===== config.mk =====
export PLATFORM = sky130hd
export DESIGN_NAME = sdac_top
export DESIGN_NICKNAME = d
export VERILOG_FILES = /design/src/shared/sdac_pkg.sv /design/src/shared/sdac_prio_if.sv /design/src/logic/sdac_echo_prio.sv /design/src/logic/sdac_top.sv
export SDC_FILE = /design/constraint.sdc
export NUM_CORES = 1
export LEC_CHECK = 0
export BUFFER_PORTS_ARGS = -buffer_cell sky130_fd_sc_hd__buf_4
export CORE_ASPECT_RATIO = 0.7
export CORE_MARGIN = 4
export CORE_UTILIZATION = 60
export CTS_CLUSTER_DIAMETER = 50
export DETAILED_ROUTE_END_ITERATION = 10
export PLACE_DENSITY_LB_ADDON = 0.2
export RECOVER_POWER = 100
export SYNTH_ARGS = -nofsm -noshare
export SYNTH_HDL_FRONTEND = slang
export SYNTH_SLANG_ARGS = --single-unit

===== constraint.sdc =====
create_clock -name clk_i -period 7.15 [get_ports clk_i]
set_input_delay 0.3575 -clock clk_i [delete_from_list [all_inputs] [get_ports clk_i]]
set_output_delay 0.3575 -clock clk_i [all_outputs]
set_load 0.01 [all_outputs]

===== src/shared/sdac_pkg.sv =====
// constants and types shared by the d-channel access control block
package sdac_pkg;

  // ------------------------------------------------------------
  // frame interface layout (bit positions after frame sync)
  // ------------------------------------------------------------
  localparam int FRAME_BITS = 96;
  localparam int POS_W = 7;
  localparam logic [POS_W-1:0] POS_LAST = 7'h5F;
  localparam logic [POS_W-1:0] POS_D0 = 7'h18;
  localparam logic [POS_W-1:0] POS_D1 = 7'h19;
  localparam logic [POS_W-1:0] POS_BAC = 7'h5A;
  localparam logic [POS_W-1:0] POS_TBA0 = 7'h5B;
  localparam logic [POS_W-1:0] POS_TBA2 = 7'h5D;
  localparam logic [POS_W-1:0] POS_SG = 7'h5A;

  // ------------------------------------------------------------
  // pin synchroniser lanes
  // ------------------------------------------------------------
  localparam int SYNC_W = 5;
  localparam int IDX_FS = 0;
  localparam int IDX_DCL = 1;
  localparam int IDX_UP = 2;
  localparam int IDX_SCLK = 3;
  localparam int IDX_ECHO = 4;

  // ------------------------------------------------------------
  // echo-ones thresholds
  // ------------------------------------------------------------
  localparam int CNT_W = 4;
  localparam logic [CNT_W-1:0] CNT_CLASS1 = 4'h8;
  localparam logic [CNT_W-1:0] CNT_CLASS2 = 4'hA;
  localparam logic [CNT_W-1:0] CNT_LOWER_STEP = 4'h1;
  localparam logic [CNT_W-1:0] CNT_MAX = 4'hF;

  // ------------------------------------------------------------
  // command codes and register map
  // ------------------------------------------------------------
  localparam logic [3:0] CMD_AR_HIGH = 4'h8;
  localparam logic [3:0] CMD_AR_LOW = 4'h9;
  localparam int REG_AW = 2;
  localparam int REG_DW = 16;
  localparam logic [REG_AW-1:0] REG_MODE_CMD = 2'h0;
  localparam logic [REG_AW-1:0] REG_STATUS = 2'h1;
  localparam int MC_CMD_LSB = 0;
  localparam int MC_SGE_BIT = 4;
  localparam int ST_COLL_BIT = 8;
  localparam logic [3:0] CMD_RESET = 4'hF;

  typedef enum logic [2:0] {
    ST_OFF = 3'b001,
    ST_MONITOR = 3'b010,
    ST_SEND = 3'b100
  } sdac_state_t;

endpackage


===== src/shared/sdac_prio_if.sv =====
// carrier between the access controller and the echo priority counter
`timescale 1ns/1ps
`default_nettype none
interface sdac_prio_if;
  import sdac_pkg::*;
  logic strobe;
  logic echo_bit;
  logic tx_bit;
  logic tx_active;
  logic active;
  logic [CNT_W-1:0] threshold;
  logic [CNT_W-1:0] ones_cnt;
  logic reached;
  logic collision;

  modport ctrl (
    output strobe, echo_bit, tx_bit, tx_active, active, threshold,
    input ones_cnt, reached, collision
  );
  modport prio (
    input strobe, echo_bit, tx_bit, tx_active, active, threshold,
    output ones_cnt, reached, collision
  );
endinterface
`default_nettype wire


===== src/logic/sdac_echo_prio.sv =====
// echo-channel ones counter and collision detector
`timescale 1ns/1ps
`default_nettype none
module sdac_echo_prio
  import sdac_pkg::*;
(
  input wire logic clk_i,
  input wire logic sys_rst_i,
  sdac_prio_if.prio p
);

  logic [CNT_W-1:0] cnt_q, cnt_d;
  logic coll_q, coll_d;

  always_comb begin
    cnt_d = cnt_q;
    coll_d = 1'b0;
    if (!p.active) begin
      cnt_d = '0;
    end else if (p.strobe) begin
      if (!p.echo_bit) begin
        cnt_d = '0;
      end else if (cnt_q != CNT_MAX) begin
        cnt_d = cnt_q + CNT_W'(1);
      end
      // sent one overwritten by a zero on the echo
      coll_d = p.tx_active && p.tx_bit && !p.echo_bit;
    end
  end

  always_ff @(posedge clk_i or posedge sys_rst_i) begin
    if (sys_rst_i) begin
      cnt_q <= '0;
      coll_q <= 1'b0;
    end else begin
      cnt_q <= cnt_d;
      coll_q <= coll_d;
    end
  end

  assign p.ones_cnt = cnt_q;
  assign p.reached = (cnt_q >= p.threshold);
  assign p.collision = coll_q;
endmodule
`default_nettype wire


===== src/logic/sdac_top.sv =====
// d-channel access control: arbitration bus stop/go and s-bus priority
//
// Implementation choices: the plain strobed port and the address map.
`timescale 1ns/1ps
`default_nettype none
module sdac_top
  import sdac_pkg::*;
(
  input wire logic clk_i,
  input wire logic sys_rst_i,
  input wire logic [REG_AW-1:0] reg_addr_i,
  input wire logic [REG_DW-1:0] reg_wdata_i,
  input wire logic reg_we_i,
  input wire logic reg_re_i,
  output logic [REG_DW-1:0] reg_rdata_o,
  input wire logic frame_sync_i,
  input wire logic data_clk_i,
  input wire logic up_data_i,
  output logic dn_data_o,
  output logic dn_data_oe_o,
  input wire logic s_bit_clk_i,
  input wire logic s_echo_i,
  output logic s_dch_o,
  output logic aux_port_pin_five_o
);

  // ------------------------------------------------------------
  // pin synchronisers
  // ------------------------------------------------------------
  logic [SYNC_W-1:0] meta_q, sync_q, prev_q;

  always_ff @(posedge clk_i or posedge sys_rst_i) begin
    if (sys_rst_i) begin
      meta_q <= '0;
      sync_q <= '0;
      prev_q <= '0;
    end else begin
      meta_q <= {s_echo_i, s_bit_clk_i, up_data_i, data_clk_i,
                 frame_sync_i};
      sync_q <= meta_q;
      prev_q <= sync_q;
    end
  end

  logic dcl_rise, dcl_fall, fs_rise, sclk_rise, sclk_fall, up_bit;
  assign dcl_rise = sync_q[IDX_DCL] & ~prev_q[IDX_DCL];
  assign dcl_fall = ~sync_q[IDX_DCL] & prev_q[IDX_DCL];
  assign fs_rise = sync_q[IDX_FS] & ~prev_q[IDX_FS];
  assign sclk_rise = sync_q[IDX_SCLK] & ~prev_q[IDX_SCLK];
  assign sclk_fall = ~sync_q[IDX_SCLK] & prev_q[IDX_SCLK];
  assign up_bit = sync_q[IDX_UP];

  // ------------------------------------------------------------
  // echo priority counter
  // ------------------------------------------------------------
  sdac_prio_if p ();

  sdac_echo_prio u_prio (
    .clk_i(clk_i),
    .sys_rst_i(sys_rst_i),
    .p(p.prio)
  );

  // ------------------------------------------------------------
  // control state
  // ------------------------------------------------------------
  sdac_state_t st_q, st_d;
  logic [POS_W-1:0] pos_q, pos_d;
  logic [3:0] cmd_q, cmd_d;
  logic sge_q, sge_d;
  logic class_low_q, class_low_d;
  logic lower_q, lower_d;
  logic bac_q, bac_d;
  logic [2:0] addr_q, addr_d;
  logic sg_q, sg_d;
  logic dn_data_q, dn_data_d;
  logic dn_oe_q, dn_oe_d;
  logic aux_q, aux_d;
  logic [1:0] d_hold_q, d_hold_d;
  logic [1:0] d_cnt_q, d_cnt_d;
  logic s_dch_q, s_dch_d;
  logic coll_seen_q, coll_seen_d;
  logic [REG_DW-1:0] rdata_q, rdata_d;
  logic mc_write, st_write;
  logic [3:0] wr_cmd;
  logic [POS_W-1:0] tba_idx;

  assign mc_write = reg_we_i && (reg_addr_i == REG_MODE_CMD);
  assign st_write = reg_we_i && (reg_addr_i == REG_STATUS);
  assign wr_cmd = reg_wdata_i[MC_CMD_LSB +: 4];
  assign tba_idx = pos_q - POS_TBA0;

  // base count 8 or 10, one more at the lower level
  assign p.threshold = (class_low_q ? CNT_CLASS2 : CNT_CLASS1)
                       + (lower_q ? CNT_LOWER_STEP : '0);
  assign p.active = (st_q != ST_OFF);
  assign p.strobe = sclk_fall;
  assign p.echo_bit = sync_q[IDX_ECHO];
  assign p.tx_bit = s_dch_q;
  assign p.tx_active = (st_q == ST_SEND);

  always_comb begin
    st_d = st_q;
    pos_d = pos_q;
    cmd_d = cmd_q;
    sge_d = sge_q;
    class_low_d = class_low_q;
    lower_d = lower_q;
    bac_d = bac_q;
    addr_d = addr_q;
    dn_data_d = dn_data_q;
    dn_oe_d = dn_oe_q;
    d_hold_d = d_hold_q;
    d_cnt_d = d_cnt_q;
    s_dch_d = s_dch_q;
    coll_seen_d = coll_seen_q;
    rdata_d = '0;

    // frame position and the downstream stop/go slot
    if (dcl_rise) begin
      if (sync_q[IDX_FS]) begin
        pos_d = '0;
      end else if (pos_q != POS_LAST) begin
        pos_d = pos_q + POS_W'(1);
      end
      dn_oe_d = (st_q != ST_OFF) && (pos_d == POS_SG);
      dn_data_d = sg_q;
    end

    // upstream sampled on the falling edge, after wired-AND resolves
    if (dcl_fall) begin
      if (pos_q == POS_BAC) begin
        bac_d = up_bit;
      end
      if (pos_q >= POS_TBA0 && pos_q <= POS_TBA2) begin
        addr_d[tba_idx[1:0]] = up_bit;
      end
      if (pos_q == POS_D0) begin
        d_hold_d[1] = up_bit;
      end
      if (pos_q == POS_D1) begin
        d_hold_d[0] = up_bit;
        d_cnt_d = 2'h2;
      end
    end

    // frame-end evaluation of the arbitration outcome
    if (fs_rise) begin
      unique case (st_q)
        ST_MONITOR: begin
          // the echo run may have broken since go was last sent
          if (!bac_q && !sg_q && p.reached) begin
            st_d = ST_SEND;
          end
        end
        ST_SEND: begin
          if (bac_q) begin
            // winner released the bus: frame went out clean
            st_d = ST_MONITOR;
            lower_d = 1'b1;
          end
        end
        ST_OFF: begin
        end
      endcase
    end

    if (p.collision && st_q == ST_SEND) begin
      st_d = ST_MONITOR;
    end
    if (p.collision) begin
      coll_seen_d = 1'b1;
    end else if (st_write && reg_wdata_i[ST_COLL_BIT]) begin
      coll_seen_d = 1'b0;
    end

    // everyone has had a turn once the longer run is seen
    if (lower_q && st_q == ST_MONITOR && p.reached) begin
      lower_d = 1'b0;
    end

    // s-bus transmit: ones unless a granted frame is flowing
    if (st_d != ST_SEND) begin
      s_dch_d = 1'b1;
    end else if (sclk_rise) begin
      if (d_cnt_q != 2'h0) begin
        s_dch_d = d_hold_q[1];
        d_hold_d = {d_hold_q[0], 1'b1};
        d_cnt_d = d_cnt_q - 2'h1;
      end else begin
        // starved of data: ones cannot corrupt a flag boundary
        s_dch_d = 1'b1;
      end
    end

    if (mc_write) begin
      cmd_d = wr_cmd;
      sge_d = reg_wdata_i[MC_SGE_BIT];
      if (wr_cmd == CMD_AR_HIGH) begin
        class_low_d = 1'b0;
        if (st_q == ST_OFF) begin
          st_d = ST_MONITOR;
        end
      end else if (wr_cmd == CMD_AR_LOW) begin
        class_low_d = 1'b1;
        if (st_q == ST_OFF) begin
          st_d = ST_MONITOR;
        end
      end else begin
        st_d = ST_OFF;
        lower_d = 1'b0;
      end
    end

    if (reg_re_i) begin
      unique case (reg_addr_i)
        REG_MODE_CMD: rdata_d = {11'h000, sge_q, cmd_q};
        REG_STATUS: rdata_d = {3'h0, addr_q, bac_q, coll_seen_q,
                               st_q == ST_SEND, lower_q, class_low_q,
                               sg_q, p.ones_cnt};
        default: rdata_d = '0;
      endcase
    end
  end

  // stop unless sending, or monitoring with the echo run at the threshold and no collision
  always_comb begin
    sg_d = !((st_d == ST_SEND) ||
             (st_d == ST_MONITOR && p.reached && !p.collision));
    aux_d = sge_q ? sg_q : 1'b0;
  end

  always_ff @(posedge clk_i or posedge sys_rst_i) begin
    if (sys_rst_i) begin
      st_q <= ST_OFF;
      pos_q <= '0;
      cmd_q <= CMD_RESET;
      sge_q <= 1'b0;
      class_low_q <= 1'b0;
      lower_q <= 1'b0;
      bac_q <= 1'b1;
      addr_q <= 3'h7;
      sg_q <= 1'b1;
      dn_data_q <= 1'b1;
      dn_oe_q <= 1'b0;
      aux_q <= 1'b0;
      d_hold_q <= 2'h3;
      d_cnt_q <= 2'h0;
      s_dch_q <= 1'b1;
      coll_seen_q <= 1'b0;
      rdata_q <= '0;
    end else begin
      st_q <= st_d;
      pos_q <= pos_d;
      cmd_q <= cmd_d;
      sge_q <= sge_d;
      class_low_q <= class_low_d;
      lower_q <= lower_d;
      bac_q <= bac_d;
      addr_q <= addr_d;
      sg_q <= sg_d;
      dn_data_q <= dn_data_d;
      dn_oe_q <= dn_oe_d;
      aux_q <= aux_d;
      d_hold_q <= d_hold_d;
      d_cnt_q <= d_cnt_d;
      s_dch_q <= s_dch_d;
      coll_seen_q <= coll_seen_d;
      rdata_q <= rdata_d;
    end
  end

  assign reg_rdata_o = rdata_q;
  assign dn_data_o = dn_data_q;
  assign dn_data_oe_o = dn_oe_q;
  assign s_dch_o = s_dch_q;
  assign aux_port_pin_five_o = aux_q;
endmodule
`default_nettype wire


# Word level (Yosys, flattened, before mapping)
# Cells that the tools add are included.
dict set report totals {
  input_bits 27
  output_inout_bits 20
  reg_bits 66
}
dict set report classes {
  n_lt_le_gt_ge 5
  n_eq_ne 18
  addsub 5
  n_mux 51
  n_reduce_logical 30
  bitwise_logic 10
}
# operator n
set op_table {}
lappend op_table {{$pmux W13 S2} 1}
lappend op_table {{$mux W3} 8}
lappend op_table {{$mux W1} 21}
lappend op_table {{$mux W7} 3}
lappend op_table {{$mux W2} 10}
lappend op_table {{$mux W4} 4}
lappend op_table {{$logic_and A1 B1 Y1} 15}
lappend op_table {{$eq A7 B5 Y1 const B} 2}
lappend op_table {{$eq A7 B7 Y1 const B} 2}
lappend op_table {{$mux W13} 1}
lappend op_table {{$eq A4 B4 Y1 const B} 2}
lappend op_table {{$reduce_and A2 Y1} 4}
lappend op_table {{$reduce_bool A2 Y1} 4}
lappend op_table {{$add A7 B1 Y7 const B} 1}
lappend op_table {{$ge A7 B7 Y1 const B} 1}
lappend op_table {{$le A7 B7 Y1 const B} 1}
lappend op_table {{$ne A7 B7 Y1 const B} 1}
lappend op_table {{$eq A3 B2 Y1 const B} 2}
lappend op_table {{$eq A3 B3 Y1 const B} 2}
lappend op_table {{$ne A3 B3 Y1 const B} 2}
lappend op_table {{$pmux W3 S2} 1}
lappend op_table {{$and A1 B1 Y1} 5}
lappend op_table {{$logic_not A1 Y1} 5}
lappend op_table {{$not A1 Y1} 5}
lappend op_table {{other kinds (16)} 16}

# Longest topological paths before layout
dict set report logic_depth {
  word_depth 17
  depth_mapped 8
  ltp_nobuf 8
}

# Hierarchy
# From an unflattened synthesis, not the netlist that was laid out.
dict set report hier_totals {
  hier_cells 272
  hier_area_um2 2974.1
}
# module n_inst cells_per_inst area_each_um2 seq_area_each_um2
set by_module_without_submodules {}
lappend by_module_without_submodules {sdac_top 1 231 2612.5 1443.9}
lappend by_module_without_submodules {sdac_echo_prio 1 41 361.6 125.1}

# Worst setup path before layout
# Ideal clock, no wire load.
dict set report synth_path {
  path_type {flip-flop to flip-flop}
  startpoint {register u_prio.cnt_q[0], in the netlist u_prio.p.ones_cnt[0]}
  endpoint {register d_hold_q[1]}
  synth_period_minus_slack_ns 2.315
  required_time_ns 7.068
  arrival_time_ns 2.233
  setup_slack_ns 4.835
  path_stages_with_launch 9
  setup_ns 0.082
  cell_sequence {dfrtp_1 -> inv_1 -> ha_1 -> nand2b_1 -> a31oi_1 -> o41ai_4 -> nand2_1 -> or4_4 -> mux2_4}
}
dict set report synth_via {
  elab_chain_cells 8
}
# element line_no
set synth_rtl {}
lappend synth_rtl {{start: declaration} sdac_echo_prio.sv:12} ;# logic [CNT_W-1:0] cnt_q, cnt_d;
lappend synth_rtl {{start signal: assignment} sdac_echo_prio.sv:36} ;# cnt_q <= cnt_d;
lappend synth_rtl {{$ge A4 B4 Y1} sdac_echo_prio.sv:42} ;# assign p.reached = (cnt_q >= p.threshold);
lappend synth_rtl {{$logic_and A1 B1 Y1} sdac_top.sv:152} ;# if (!bac_q && !sg_q && p.reached) begin
lappend synth_rtl {{$mux W3} sdac_top.sv:152}
lappend synth_rtl {{$pmux W3 S2} sdac_top.sv:149} ;# unique case (st_q)
lappend synth_rtl {{$mux W3} sdac_top.sv:148} ;# if (fs_rise) begin
lappend synth_rtl {{$mux W3} sdac_top.sv:168} ;# if (p.collision && st_q == ST_SEND) begin
lappend synth_rtl {{$ne A3 B3 Y1} sdac_top.sv:183} ;# if (st_d != ST_SEND) begin
lappend synth_rtl {{$mux W2} sdac_top.sv:183}
lappend synth_rtl {{via d_hold_d[1]} sdac_top.sv:79} ;# logic [1:0] d_hold_q, d_hold_d;
lappend synth_rtl {{end signal: assignment} sdac_top.sv:265} ;# d_hold_q <= d_hold_d;
lappend synth_rtl {{end: declaration} sdac_top.sv:79}
# The timed path passes the listed nets, and every way through them passes these cells.
# A chain may end at the register's enable or synchronous reset.

==> run_results.csv <==
group,metric,value,unit
outcome,status,"complete, but fails checks",
outcome,violations,"capacitance limit, slew limit",
global_routing,grt_overflow_total,0,
min_path,hold_end,"meta_q[0]",
pwr,max-vdd-ir-drop,127.8,µV
sta,tns,0,ns
min_path,hold_start,"frame_sync_i",
clock_network,cts-root-buf,"clkbuf_8",
worst_setup_path,critPathArrivalTime,2.75,ns
worst_setup_path,r2r-end,"d_hold_q[1]",
final_layout,nets,332,
worst_setup_path,r2r_setup_slack,4.33,ns
flow_run,max_cap_violations,1,
global_routing,antenna_found_initial,0,
pwr,power.leakage,1.425,nW
sta,timing.final.ws_setup,4.129,ns
floorplanning,dieArea,5909,µm²
sta,slew_violations,63,
drt,wl,5.491,mm
floorplanning,die_h,65.53,µm
drt,drtPass1Iterations,4,
worst_setup_path,crit_type,"in -> async",
floorplanning,coreArea,4454,µm²
logic_synthesis,avgSynthCellArea,10.99,µm²
global_routing,grt_pass1_vias,1911,
final_layout,instances_no_fill,356,
worst_setup_path,reg2regPathDepth,8,
floorplanning,rows,20,
logic_synthesis,synth_flop_cell,"dfrtp_1",
logic_synthesis,synth_edf_count,0,
sta,fin_hold_ws,0.1563,ns
sta,fmax,331.0,MHz
placement,io_buffers,33,
min_path,min_path_type,"in -> reg",
worst_setup_path,crit_path_max_incr_delay,2.20,ns
sta,clock-skew-final,0.008681,ns
worst_setup_path,critPathLaunchType,"input pin",
logic_synthesis,synth_area,2836,µm²
clock_network,cts_setup_buffers,0,
logic_synthesis,synth.distinct_cells,49,
floorplanning,pin_count,47,
logic_synthesis,yosysTopAreaCell,"dfrtp_1",
worst_setup_path,cp.required,6.88,ns
clock_network,cts_tree,"built",
clock_network,insertion_delay,0.33,ns
clock_network,htreeDepth,3,
placement,dp_cells,340,
logic_synthesis,synth_top_area_share,0.4235,
clock_network,hold_buffers,0,
floorplanning,initial_utilization,0.6368,
drt,drc,0,
sta,relSlewSlack,-1.101,
final_layout,post-route-util,0.7166,
logic_synthesis,ys_seq_area_frac,0.5532,
logic_synthesis,synth_top_cells_by_count,"dfrtp_1 (48), nand2_1 (29), nor2_1 (17)",
worst_setup_path,critPathMaxFanout,62,
sta,fin_crit_sh,0.4225,
worst_setup_path,crit_path_end_kind,"asynchronous set/reset pin",
drt,via_per_inst,5.683,
placement,dp_slack,4.592,ns
clock_network,max-clock-path-buffers,2,
floorplanning,die_x,90.18,µm
global_routing,grt_usage,0.2067,
clock_network,postCtsResizedCells,0,
placement,detailed_place_hpwl,3.901,mm
pwr,p_total,0.7823,mW
drt,detail_route.wl_per_cell,15.42,µm
worst_setup_path,cp_cell_sequence,"clkbuf_4 -> inv_1 -> clkbuf_1",
drt,vias,2023,
min_path,holdPathStages,1,
clock_network,cts.clk_slew.worst_paths,0.06,ns
logic_synthesis,yosys_warnings,0,
placement,dpl_cell_area,3123,µm²
drt,drt_iter0_markers,160,
logic_synthesis,synth_seq_cells,62,
global_routing,grt_max_degree,63,
pwr,cellPowerDensity,245.1,nW/µm²
logic_synthesis,syn-instance-count,258,
final_layout,area_growth,12.53,%
final_layout,antenna-diode-count,0,
logic_synthesis,synth.area.top_cells,"dfrtp_1 (42%), dfstp_2 (13%), ha_1 (4.0%)",
worst_setup_path,reg2reg_from,"u_prio.p.ones_cnt[0]",
sta,rsz0062_at_grt,"no",
sta,finalHoldViolations,0,
final_layout,drive_above_1_share,0.1761,
clock_network,cts.sinks,62,
logic_synthesis,yosysMostFrequentCell,"dfrtp_1",
global_routing,grt_pass1_wl,9.418,mm
clock_network,cts_made_buffers,9,
final_layout,design_area,3192,µm²
sta,setup_violations,0,
placement,place_congestion,0.8533,
drt,drt.antenna.violating_nets,0,
sta,min_period,3.021,ns
worst_setup_path,crit_slowest_cell,"clkbuf_1",
logic_synthesis,synthArstFlopShare,1.000,
sta,tightest_slew,3.152,ns
==> cell usage in the layout, fill, tap and decap left out, types with 4 or more instances in the layout <==
cell type / count
dfstp_1: 4
nor3_1: 9
buf_4: 10
nand4b_1: 4
nand3_1: 8
a21oi_1: 15
inv_1: 9
ha_1: 9
and3_1: 7
nor4_1: 4
dfrtp_1: 48
nor2_1: 17
clkbuf_4: 6
clkbuf_8: 10
nor2b_1: 7
mux2_2: 8
clkbuf_1: 20
o21ai_0: 4
dfstp_2: 10
nand2_1: 29
nand2b_1: 6
mux2i_1: 6
==> report_power, final <==
part	switching [mW]	internal, mW
registers	0.0335	0.382
clock network	0.126	0.133
logic	0.0622	0.0457
==> worst max-delay path, delay by kind of cell <==
kind | cells | cell delay (ns)
buffers and inverters | 3 | 2.35
==> per-layer routing <==
layer | share of wire | routed length [µm] | track usage
met2 | 0.43 | 2350 | 0.2893
met1 | 0.49 | 2716 | 0.2968
met3 | 0.066 | 364 | 0.06407
met4 | 0.011 | 60 | 0.08969
met5 | 0 | 0 | 0
==> layout make-up <==
| type | count | area (µm²) |
|---|---|---|
| Inverter | 9 | 33.78 |
| Multi-Input combinational cell | 180 | 1165 |
| Sequential cell | 62 | 1569 |
| Tap cell | 55 | 68.82 |
| Timing Repair Buffer | 34 | 187.7 |
| Clock inverter | 4 | 22.52 |
| Clock buffer | 12 | 145.1 |
| Fill cell | 343 | 1262 |
==> sequential cells by signal, summed over array words and instances, names as in the netlist, 2 cells and up <==
name / count
u_prio.p.ones_cnt: 4
d_cnt_q: 2
reg_rdata_o: 13
prev_q: 3
sync_q: 5
cmd_q: 4
d_hold_q: 2
addr_q: 3
meta_q: 5
pos_q: 7
st_q: 3
==> kinds of logic (layout without fill, tap and decap cells) <==
logic type,Yosys count,count (layout),synth area share
xor gates and xnor gates,4,4,0.01235
muxes,17,17,0.06617
AOI/OAI and AO/OA,41,41,0.09969
and+or+nand+nor,106,106,0.1998
other,1,3,0.001322
buffers and inverters,18,59,0.02779
adders and majority gates,9,9,0.03970
DFF,62,62,0.5532
==> worst max path at each step <==
stage	end	slack, ns	from	cells after the start
floorplan	d_hold_q[1]	4.84	u_prio.p.ones_cnt[0]	8
global placement	d_hold_q[1]	4.63	u_prio.p.ones_cnt[0]	8
detailed placement	d_hold_q[1]	4.59	u_prio.p.ones_cnt[0]	8
CTS	d_hold_q[1]	4.57	u_prio.p.ones_cnt[0]	8
global route	prev_q[3]	3.43	sys_rst_i	3
finish	sync_q[4]	4.13	sys_rst_i	3
(Power assumes the default switching activity.)
